`config.mk`:
```
export PLATFORM = sky130hd
export DESIGN_NAME = pit_timer
export DESIGN_NICKNAME = d
export VERILOG_FILES = /design/src/shared/pit_pkg.sv /design/src/core/pit_prescaler.sv /design/src/core/pit_timer.sv
export VERILOG_INCLUDE_DIRS = /design/src /design/src/shared
export SDC_FILE = /design/constraint.sdc
export NUM_CORES = 1
export LEC_CHECK = 0
export BUFFER_PORTS_ARGS = -buffer_cell sky130_fd_sc_hd__buf_4
export CAP_MARGIN = 20
export CORE_AREA = 2 2 82 143
export CTS_BUF_LIST = sky130_fd_sc_hd__clkbuf_8
export DETAILED_ROUTE_END_ITERATION = 7
export DIE_AREA = 0 0 84 145
export GPL_TIMING_DRIVEN = 0
export PLACE_DENSITY_LB_ADDON = 0.1
export SLEW_MARGIN = 15
export SYNTH_ARGS = -nofsm -noshare
export SYNTH_HDL_FRONTEND = slang
export SYNTH_SLANG_ARGS = --single-unit
```
`constraint.sdc`:
```
create_clock -name pclk -period 2.7 [get_ports pclk]
set_input_delay 0.135 -clock pclk [delete_from_list [all_inputs] [get_ports pclk]]
set_output_delay 0.135 -clock pclk [all_outputs]
set_load 0.005 [all_outputs]
```
`src/shared/pit_params.svh`:
```
// Function
// - Count register read-only, writes complete normally
// - Reload mode loads modulus at zero
// - Free-run mode wraps zero to 0xFFFF
// - Timeout flag set when counter reaches zero
// - Interrupt only when flag and enable set
// - Immediate-load modulus write loads counter directly
// - Flag cleared by write-one or modulus write
// - Prescaler divides bus clock by 2^select
// - Sixteen-bit counter decrements through prescaler
// - Run bit clear holds counter and prescaler
// - Any counter load restarts prescaler at 0xFFFF
// - Modulus read returns latch, not counter
// - Doze stopping freezes timer, resumes afterwards
`ifndef PIT_PARAMS_SVH
`define PIT_PARAMS_SVH

`define PIT_ADDR_W 12
`define PIT_OFF_CTRL 12'h000
`define PIT_OFF_MOD 12'h004
`define PIT_OFF_CNT 12'h008

`define PIT_BIT_RUN 0
`define PIT_BIT_RELOAD 1
`define PIT_BIT_FLAG 2
`define PIT_BIT_IRQ_ALLOW 3
`define PIT_BIT_IMM_LOAD 4
`define PIT_BIT_DOZE_STOP 6
`define PIT_DIV_LSB 8
`define PIT_DIV_MSB 11

`define PIT_COUNT_RESET 16'hFFFF
`define PIT_MOD_RESET 16'hFFFF
`define PIT_PRESC_RESET 16'hFFFF
`define PIT_WRAP_VALUE 16'hFFFF
`define PIT_COUNT_ZERO 16'h0000
`define PIT_COUNT_ONE 16'h0001
`define PIT_DIV_RESET 4'h0
`define PIT_READ_ZERO 32'h0000_0000

`endif

```
`src/shared/pit_pkg.sv`:
```
package pit_pkg;

    typedef logic [15:0] pit_count_type;
    typedef logic [3:0] pit_div_type;

    typedef enum logic [3:0]
    {
        PIT_SEL_NONE = 4'b0001,
        PIT_SEL_CTRL = 4'b0010,
        PIT_SEL_MOD = 4'b0100,
        PIT_SEL_CNT = 4'b1000
    } pit_sel_type;

    // Low bits that must all be zero for a prescaler period to end
    function automatic pit_count_type pit_div_mask(input pit_div_type sel);
        pit_count_type one;
        one = 16'h0001;
        pit_div_mask = (one << sel) - one;
    endfunction : pit_div_mask

endpackage : pit_pkg
```
`src/core/pit_prescaler.sv`:
```
`include "pit_params.svh"

module pit_prescaler
    import pit_pkg::*;
(
    input wire logic pclk,
    input wire logic presetn,
    input wire logic run,
    input wire logic restart,
    input wire pit_div_type divider_select,
    output logic tick
);

    pit_count_type presc;
    pit_count_type next_presc;

    // Tick on the 2^select-th running cycle after a restart
    assign tick = run && ((presc & pit_div_mask(divider_select)) == `PIT_COUNT_ZERO);

    always_comb
    begin
        next_presc = presc;
        if (restart)
        begin
            next_presc = `PIT_PRESC_RESET;
        end
        else if (run)
        begin
            next_presc = presc - `PIT_COUNT_ONE;
        end
    end

    always_ff @(posedge pclk or negedge presetn)
    begin
        if (!presetn)
        begin
            presc <= `PIT_PRESC_RESET;
        end
        else
        begin
            presc <= next_presc;
        end
    end

endmodule : pit_prescaler

```
`src/core/pit_timer.sv`:
```
`include "pit_params.svh"

module pit_timer
    import pit_pkg::*;
(
    input wire logic pclk,
    input wire logic presetn,
    input wire logic psel,
    input wire logic penable,
    input wire logic pwrite,
    input wire logic [`PIT_ADDR_W-1:0] paddr,
    input wire logic [31:0] pwdata,
    input wire logic [3:0] pstrb,
    output logic [31:0] prdata,
    output logic pready,
    output logic pslverr,
    input wire logic doze_mode,
    output logic timeout_irq
);

    function automatic pit_sel_type pit_decode(input logic [`PIT_ADDR_W-1:0] addr);
        unique case (addr)
            `PIT_OFF_CTRL: pit_decode = PIT_SEL_CTRL;
            `PIT_OFF_MOD: pit_decode = PIT_SEL_MOD;
            `PIT_OFF_CNT: pit_decode = PIT_SEL_CNT;
            default: pit_decode = PIT_SEL_NONE;
        endcase
    endfunction : pit_decode

    // Byte lanes 0 and 1 only; the upper half of the word is not stored
    function automatic pit_count_type pit_merge(input pit_count_type old,
        input logic [15:0] data, input logic [1:0] strb);
        pit_merge = old;
        if (strb[0])
        begin
            pit_merge[7:0] = data[7:0];
        end
        if (strb[1])
        begin
            pit_merge[15:8] = data[15:8];
        end
    endfunction : pit_merge

    logic run;
    logic reload_select;
    logic timeout_flag;
    logic timeout_irq_allow;
    logic immediate_load;
    logic doze_stop;
    pit_div_type divider_select;
    pit_count_type counter_value;
    pit_count_type modulus_value;
    logic doze_meta;
    logic doze_sync;

    logic next_run;
    logic next_reload_select;
    logic next_timeout_flag;
    logic next_timeout_irq_allow;
    logic next_immediate_load;
    logic next_doze_stop;
    pit_div_type next_divider_select;
    pit_count_type next_counter_value;
    pit_count_type next_modulus_value;
    logic [31:0] next_prdata;
    logic next_pslverr;
    logic next_timeout_irq;

    pit_sel_type sel;
    logic setup_phase;
    logic access_phase;
    logic wr_ctrl;
    logic wr_mod;
    logic load_now;
    logic reload_now;
    logic counting;
    logic tick;
    pit_count_type ctrl_view;
    pit_count_type ctrl_new;
    pit_count_type mod_new;

    assign sel = pit_decode(paddr);
    assign setup_phase = psel && !penable;
    assign access_phase = psel && penable;
    // Zero wait states: every access completes in its first access cycle
    assign pready = access_phase;
    // Writes to the count register decode but change nothing
    assign wr_ctrl = access_phase && pwrite && (sel == PIT_SEL_CTRL);
    assign wr_mod = access_phase && pwrite && (sel == PIT_SEL_MOD);

    always_comb
    begin
        ctrl_view = `PIT_COUNT_ZERO;
        ctrl_view[`PIT_BIT_RUN] = run;
        ctrl_view[`PIT_BIT_RELOAD] = reload_select;
        ctrl_view[`PIT_BIT_FLAG] = timeout_flag;
        ctrl_view[`PIT_BIT_IRQ_ALLOW] = timeout_irq_allow;
        ctrl_view[`PIT_BIT_IMM_LOAD] = immediate_load;
        ctrl_view[`PIT_BIT_DOZE_STOP] = doze_stop;
        ctrl_view[`PIT_DIV_MSB:`PIT_DIV_LSB] = divider_select;
    end

    assign ctrl_new = pit_merge(ctrl_view, pwdata[15:0], pstrb[1:0]);
    assign mod_new = pit_merge(modulus_value, pwdata[15:0], pstrb[1:0]);

    // Frozen while disabled, or in doze with doze stopping chosen
    assign counting = run && !(doze_stop && doze_sync);
    assign load_now = wr_mod && immediate_load;
    assign reload_now = tick && (counter_value == `PIT_COUNT_ZERO);

    pit_prescaler u_prescaler
    (
        .pclk(pclk),
        .presetn(presetn),
        .run(counting),
        .restart(load_now || reload_now),
        .divider_select(divider_select),
        .tick(tick)
    );

    always_comb
    begin
        next_run = run;
        next_reload_select = reload_select;
        next_timeout_irq_allow = timeout_irq_allow;
        next_immediate_load = immediate_load;
        next_doze_stop = doze_stop;
        next_divider_select = divider_select;
        next_modulus_value = modulus_value;
        next_counter_value = counter_value;
        next_timeout_flag = timeout_flag;

        if (wr_ctrl)
        begin
            next_run = ctrl_new[`PIT_BIT_RUN];
            next_reload_select = ctrl_new[`PIT_BIT_RELOAD];
            next_timeout_irq_allow = ctrl_new[`PIT_BIT_IRQ_ALLOW];
            next_immediate_load = ctrl_new[`PIT_BIT_IMM_LOAD];
            next_doze_stop = ctrl_new[`PIT_BIT_DOZE_STOP];
            next_divider_select = ctrl_new[`PIT_DIV_MSB:`PIT_DIV_LSB];
            // Write-one clears; writing zero leaves the flag alone
            if (pstrb[0] && pwdata[`PIT_BIT_FLAG])
            begin
                next_timeout_flag = 1'b0;
            end
        end

        if (wr_mod)
        begin
            next_modulus_value = mod_new;
            next_timeout_flag = 1'b0;
        end

        if (load_now)
        begin
            next_counter_value = mod_new;
        end
        else if (tick)
        begin
            if (counter_value == `PIT_COUNT_ZERO)
            begin
                if (reload_select)
                begin
                    next_counter_value = modulus_value;
                end
                else
                begin
                    next_counter_value = `PIT_WRAP_VALUE;
                end
            end
            else
            begin
                next_counter_value = counter_value - `PIT_COUNT_ONE;
                // Set beats a clear in the same cycle so no timeout is lost
                if (counter_value == `PIT_COUNT_ONE)
                begin
                    next_timeout_flag = 1'b1;
                end
            end
        end

        next_timeout_irq = next_timeout_flag && next_timeout_irq_allow;
    end

    // Read data is captured in the setup cycle, so one access sees one count
    always_comb
    begin
        next_prdata = prdata;
        next_pslverr = pslverr;
        if (setup_phase)
        begin
            next_prdata = `PIT_READ_ZERO;
            next_pslverr = 1'b0;
            unique case (sel)
                PIT_SEL_CTRL: next_prdata[15:0] = ctrl_view;
                PIT_SEL_MOD: next_prdata[15:0] = modulus_value;
                PIT_SEL_CNT: next_prdata[15:0] = counter_value;
                PIT_SEL_NONE: next_pslverr = 1'b1;
            endcase
        end
    end

    always_ff @(posedge pclk or negedge presetn)
    begin
        if (!presetn)
        begin
            run <= 1'b0;
            reload_select <= 1'b0;
            timeout_flag <= 1'b0;
            timeout_irq_allow <= 1'b0;
            immediate_load <= 1'b0;
            doze_stop <= 1'b0;
            divider_select <= `PIT_DIV_RESET;
            counter_value <= `PIT_COUNT_RESET;
            modulus_value <= `PIT_MOD_RESET;
            timeout_irq <= 1'b0;
            prdata <= `PIT_READ_ZERO;
            pslverr <= 1'b0;
        end
        else
        begin
            run <= next_run;
            reload_select <= next_reload_select;
            timeout_flag <= next_timeout_flag;
            timeout_irq_allow <= next_timeout_irq_allow;
            immediate_load <= next_immediate_load;
            doze_stop <= next_doze_stop;
            divider_select <= next_divider_select;
            counter_value <= next_counter_value;
            modulus_value <= next_modulus_value;
            timeout_irq <= next_timeout_irq;
            prdata <= next_prdata;
            pslverr <= next_pslverr;
        end
    end

    // Doze comes from the power controller, outside this clock's timing
    always_ff @(posedge pclk or negedge presetn)
    begin
        if (!presetn)
        begin
            doze_meta <= 1'b0;
            doze_sync <= 1'b0;
        end
        else
        begin
            doze_meta <= doze_mode;
            doze_sync <= doze_meta;
        end
    end

endmodule : pit_timer

```
Yosys cells after proc, flatten, opt, wreduce, memory -nomap -nowiden
Cells that the tools add are included.
- flip-flop bits (word level): 78
- logic and storage cells: 69
- add/subtract/negate cells: 3
- equality and inequality tests: 7
- shift operators: 1
- muxes and demuxes: 20
- bitwise logic cells: 1
- reductions and logical operators: 22
- operators with widths (cell ; count):
    two-way mux 16 bit ; 6
    one-hot mux 16 bit (3 select lines) ; 1
    subtractor 16 x 1 -> 16 bit, second input constant ; 3
    zero test 16 bit ; 2
    bitwise AND 16 bit ; 1
    equality test 16 x 1 -> 1 bit, second input constant ; 1
    two-way mux 8 bit ; 2
    << shifter 1 x 4 -> 16 bit, first input constant ; 1
    equality test 12 x 3 -> 1 bit, second input constant ; 1
    equality test 12 x 4 -> 1 bit, second input constant ; 1
    logical AND 1 bit ; 12
    zero test 12 bit ; 1
    one-hot mux 4 bit (3 select lines) ; 1
    two-way mux 1 bit ; 9
    equality test 4 x 1 -> 1 bit, second input constant ; 1
    equality test 4 x 2 -> 1 bit, second input constant ; 1
    equality test 4 x 3 -> 1 bit, second input constant ; 1
    equality test 4 bit, second input constant ; 1
    two-way mux 4 bit ; 1
    AND reduction 2 bit ; 2
    nonzero test 2 bit ; 2
    zero test 1 bit ; 2
    logical OR 1 bit ; 1

Depth between registers and ports, before layout
- depth after elaboration: 11
- depth in mapped cells: 13
- depth with buffers taken out: 9

Cells and area by module
A second synthesis with hierarchy kept.
- cell total of the unflattened synthesis: 503
- area total of the unflattened synthesis: 4933.5 µm²
- by module, submodules not included (module ; times used ; cells each ; area each (µm²) ; seq. area each (µm²)):
    pit_timer ; 1 ; 383 ; 3870.0 ; 1591.5
    pit_prescaler ; 1 ; 120 ; 1063.5 ; 394.1

Least setup slack after synthesis
OpenSTA, ideal clock, no wires.
- kind: flip-flop to flip-flop
- start: reg divider_select[2]
- end: reg counter_value[15]
- setup time: 73 ps
- arrival: 2896 ps
- required time: 2627 ps
- slack: -270 ps
- cell stages (with the launch flop): 14
- clock period less this slack: 2970 ps
- path through: dfrtp_1 -> buf_2 -> buf_4 -> or4_1 -> ha_1 -> buf_2 -> nor3b_2 -> a32oi_1 -> o32a_1 -> and3_1 -> buf_4 -> buf_2 -> a31oi_1 -> o2bb2ai_1
- longest elaborated chain between the ends: 6
- ends and longest elaborated chain (element ; RTL line ; RTL):
    start, declared ; pit_timer.sv:50 ; pit_div_type divider_select;
    start signal, assigned ; pit_timer.sv:213 ; divider_select <= `PIT_DIV_RESET;
    start signal, assigned ; pit_timer.sv:228 ; divider_select <= next_divider_select;
    << shifter 1 x 4 -> 16 bit ; pit_pkg.sv:18 ; pit_div_mask = (one << sel) - one;
    subtractor 16 x 1 -> 16 bit ; pit_pkg.sv:18 ;
    bitwise AND 16 bit ; pit_prescaler.sv:18 ; assign tick = run && ((presc & pit_div_mask(divider_select)) == `PIT_COUNT_ZERO);
    zero test 16 bit (no line) ; n/a ;
    logical AND 1 bit ; pit_prescaler.sv:18 ;
    nonzero test 2 bit (no line) ; n/a ;
    end signal, assigned ; pit_timer.sv:214 ; counter_value <= `PIT_COUNT_RESET;
    end signal, assigned ; pit_timer.sv:229 ; counter_value <= next_counter_value;
    end, declared ; pit_timer.sv:51 ; pit_count_type counter_value;
Every way passes these cells.
A chain may end at the register's enable or synchronous reset.

Worst setup path after layout
- start: reg divider_select[3]
- end: reg timeout_irq
- longest elaborated chain between the ends: 8
- ends and longest elaborated chain (element ; RTL line ; RTL):
    << shifter 1 x 4 -> 16 bit ; pit_pkg.sv:18 ;
    subtractor 16 x 1 -> 16 bit ; pit_pkg.sv:18 ;
    bitwise AND 16 bit ; pit_prescaler.sv:18 ;
    zero test 16 bit (no line) ; n/a ;
    logical AND 1 bit ; pit_prescaler.sv:18 ;
    two-way mux 1 bit ; pit_timer.sv:158 ; else if (tick)
    two-way mux 1 bit ; pit_timer.sv:154 ; if (load_now)
    logical AND 1 bit ; pit_timer.sv:182 ; next_timeout_irq = next_timeout_flag && next_timeout_irq_allow;
    named net next_timeout_irq ; pit_timer.sv:67 ; logic next_timeout_irq;
    end signal, assigned ; pit_timer.sv:231 ; timeout_irq <= next_timeout_irq;
    end, declared ; pit_timer.sv:18 ; output logic timeout_irq
The timed path passes the listed nets, and every way through them passes these cells.

==> metrics.csv <==
metric,value,unit
max incr delay on CP,430,ps
sequential area share after synthesis,0.407,
layout cells sized above 1,0.433,
status,finished with violations,
drt via density,5.81,
Hold WC Path Type,primary input to register,
Synth area leaders,"dfstp_2, dfrtp_1, mux2i_1",
CP startpoint kind,register,
ant diodes,0,
Adder-Cell Fraction of Synth Area,0.0102,
initial DRC count,252,
synthesized area per cell,9.56,sq um
H-tree Lvls,3,
Compound-Gate Fraction of Synth Area,0.169,
Detail Route Antenna Nets,0,
final hold slack,-0.250,ps
critical path arrival,3280,ps
CP most frequent cell,buf_6,
Fin. Hold Viols,1,
Synth Area in XOR/XNOR,0.0359,
largest family of logic cells by synthesized area,simple AND/OR/NAND/NOR gates,
Slew HR,0.294,
crit path time final,2990,ps
simple-gate portion of the synthesized area,0.192,
Final GP Congestion,0.931,
mux cell area share after synthesis,0.119,
Initial Util,0.442,
number of clock sinks,77,
skew final,12.8,ps
grt ovf,0,
final core occ,0.595,
nets@finish,676,
row count,51,
register area,0.00199,sq mm
gr usage total,0.266,
CP Launch Point,divider_select[3]$_DFFE_PN0P_,
ys async rst share,1.00,
Detailed Routing Iterations Pass 1,5,
Synth Instances,511,
unrepaired setup endpoints after global routing,true,
failing checks,"hold timing, setup timing",
dominant synthesized flop cell,dfstp_2,
Post-Syn Area,0.00488,sq mm
Tcrit/Tclk final,1.11,
routed length per instance,21.0,um
P_leak,2.63,nW
vias in the first global route,4646,
Worst-Skew Late Latency,370,ps
reg-to-reg startpoint,divider_select[3]$_DFFE_PN0P_,
placed cells,710,
core footprint,0.0110,sq mm
die height,145,um
DP HPWL,11200,um
worst setup margin,-288,ps
Multi-input gate area,0.00304,sq mm
Fmax,335,MHz
clock-pin slew on the worst setup and hold paths,90,ps
port buffer count,52,
Final setup viols,33,
initial antenna violation count,0,
Worst EP required,2990,ps
Min-Delay Startpoint,pwdata[11],
CP Max Fanout,10,
Finished Layout Cells,755,
"EDFF count, synth",0,
critical-path cell list,buf_6 > buf_6 > or4_4 > ha_4 > buf_6 > buf_6 > nand3_2 > o22ai_2 > nor4_2 > and2_1 > buf_6 > buf_12 > nand4_1 > a21boi_1,
I/O Pins,89,
# fillers,967,
synthesis-to-layout area growth,34.4,%
WL final,15900,um
Worst Tran Pin Value,1060,ps
final count of pins violating max slew,0,
Worst path slowest cell,or4_4,
first-pass GRT wire length,25200,um
synth unique cells,74,
DRC,0,
warnings from Yosys,0,
"FF+latch count, synth",77,
worst vdd ir,0.286,mV
die width,84,um
die area,0.0122,sq mm
Synth area leader,dfstp_2,
CP Class,register to register,
area share of the leading cell type in the synthesized netlist,0.253,
CTS Root Cell,clkbuf_8,
TritonCTS buffer count,9,
CTS tree,built,
Vias,4385,
Max-cap violations,0,
largest net degree at the start of global routing,78,
pwr dens,367,mW/mm^2
Worst setup EP type,register,
clock tree buffer depth,2,
-- placed cells by master, fill, tap and decap left out, drive strengths merged, types with 3 or more instances in the layout --
| cell | count |
|---|---|
| inv | 14 |
| xor2 | 14 |
| dfrtp | 30 |
| nand4 | 3 |
| mux2i | 32 |
| or3 | 6 |
| mux2 | 23 |
| a21oi | 12 |
| nand3 | 13 |
| or4 | 3 |
| conb | 16 |
| nor3b | 3 |
| nor2 | 27 |
| o31ai | 4 |
| nor2b | 3 |
| bufinv | 3 |
| nand2b | 5 |
| a31oi | 15 |
| buf | 112 |
| nor3 | 19 |
| nor4b | 3 |
| nor4 | 10 |
| a22oi | 17 |
| xnor2 | 6 |
| clkbuf | 24 |
| ha | 4 |
| dfstp | 47 |
| nand2 | 63 |
| o21ai | 36 |
| a22o | 11 |
-- path summary, 6_finish.rpt --
check / slack, ps / endpoint / cells after the start
worst max-delay path: -290 / timeout_irq$_DFF_PN0_ / 14
worst min register to register: 360 / doze_sync$_DFF_PN0_ / 0
worst min-delay path: -0.2 / divider_select[3]$_DFFE_PN0P_ / 3
min in group asynchronous: 470 / prdata[9]$_DFFE_PN0P_ / 2
worst max register to register: -290 / timeout_irq$_DFF_PN0_ / 14
max in group asynchronous: 1540 / divider_select[0]$_DFFE_PN0P_ / 2
-- per-layer routing --
layer | track usage | vias up | routed length (um)
met5 | 0 | - | 0
met4 | 0.132 | 0 | 733
met3 | 0.0449 | 42 | 512
met2 | 0.490 | 109 | 8980
met1 | 0.287 | 2183 | 5640
li1 | - | 2051 | -
-- synthesized netlist by cell type, drive strengths merged, types with 3 or more instances --
cell / n
a21oi: 12
a22o: 11
a22oi: 17
a31oi: 15
buf: 34
clkbuf: 13
dfrtp: 30
dfstp: 47
ha: 4
inv: 12
mux2: 23
mux2i: 32
nand2: 63
nand2b: 5
nand3: 13
nand4: 3
nor2: 27
nor2b: 3
nor3: 19
nor3b: 3
nor4: 10
nor4b: 3
o21ai: 36
o31ai: 4
or3: 6
or4: 3
xnor2: 6
xor2: 14
-- where the power goes --
group | internal (mW) | switching, mW | total, mW
clock | 0.641 | 0.452 | 1.09
combinational | 0.0695 | 0.0849 | 0.154
sequential | 1.16 | 0.00152 | 1.16
total | 1.87 | 0.539 | 2.41
-- worst max-delay path: cells and delay by family, from the launching register on --
family	cells	cell delay (ps)
AO/OA/AOI/OAI	2	250
adder cells (fa/ha/maj)	1	200
buffers and inverters	6	870
flip-flops	1	400
AND/OR/NAND/NOR	5	1190
-- state kept, by name (all words and copies together), names as in the netlist, 4 cells and up --
signal / count
counter_value: 16
u_prescaler.presc: 15
prdata: 16
modulus_value: 16
divider_select: 4
-- repair_timing --
item | CTS | global route
pin swaps | 27 | 32
gates cloned | 3 | 1
setup endpoints to repair | 33 | 33
buffers inserted | 16 | 9
hold buffers | 2 | 0
endpoints found under the hold margin | 31 | 0
gates resized for setup | 49 | 47
-- per-stage QoR --
stage	area [sq um]	total power, mW	setup TNS, ps	worst slack (ps)
2_1_floorplan	5000	1.25	-1360	-87.2
3_3_place_gp	5560	1.33	-15320	-656
3_5_place_dp	5560	1.33	-15530	-676
4_1_cts	6240	2.43	-7110	-254
5_1_grt	6570	2.50	-11230	-409
6_report	6570	2.41	-7730	-288
-- area by class of cell --
cell class | count | share of cell area
plain buffers | 45 | 0.0570
clock buffers | 10 | 0.0210
clock inverters | 6 | 0.0170
inverters | 12 | 0.00686
multi-input cells | 390 | 0.462
flip-flops and latches | 77 | 0.303
well taps | 132 | 0.0252
repair buffers | 83 | 0.108
-- kinds of logic (layout without fill, tap and decap cells) --
group | Yosys count | count (layout)
AOI/OAI and AO/OA | 120 | 120
muxes | 55 | 55
adders and majority gates | 4 | 4
buffers and inverters | 59 | 156
xor gates and xnor gates | 20 | 20
other | 1 | 16
and+or+nand+nor | 175 | 175
DFF | 77 | 77
No activity file was read; power rests on OpenSTA's default activity.
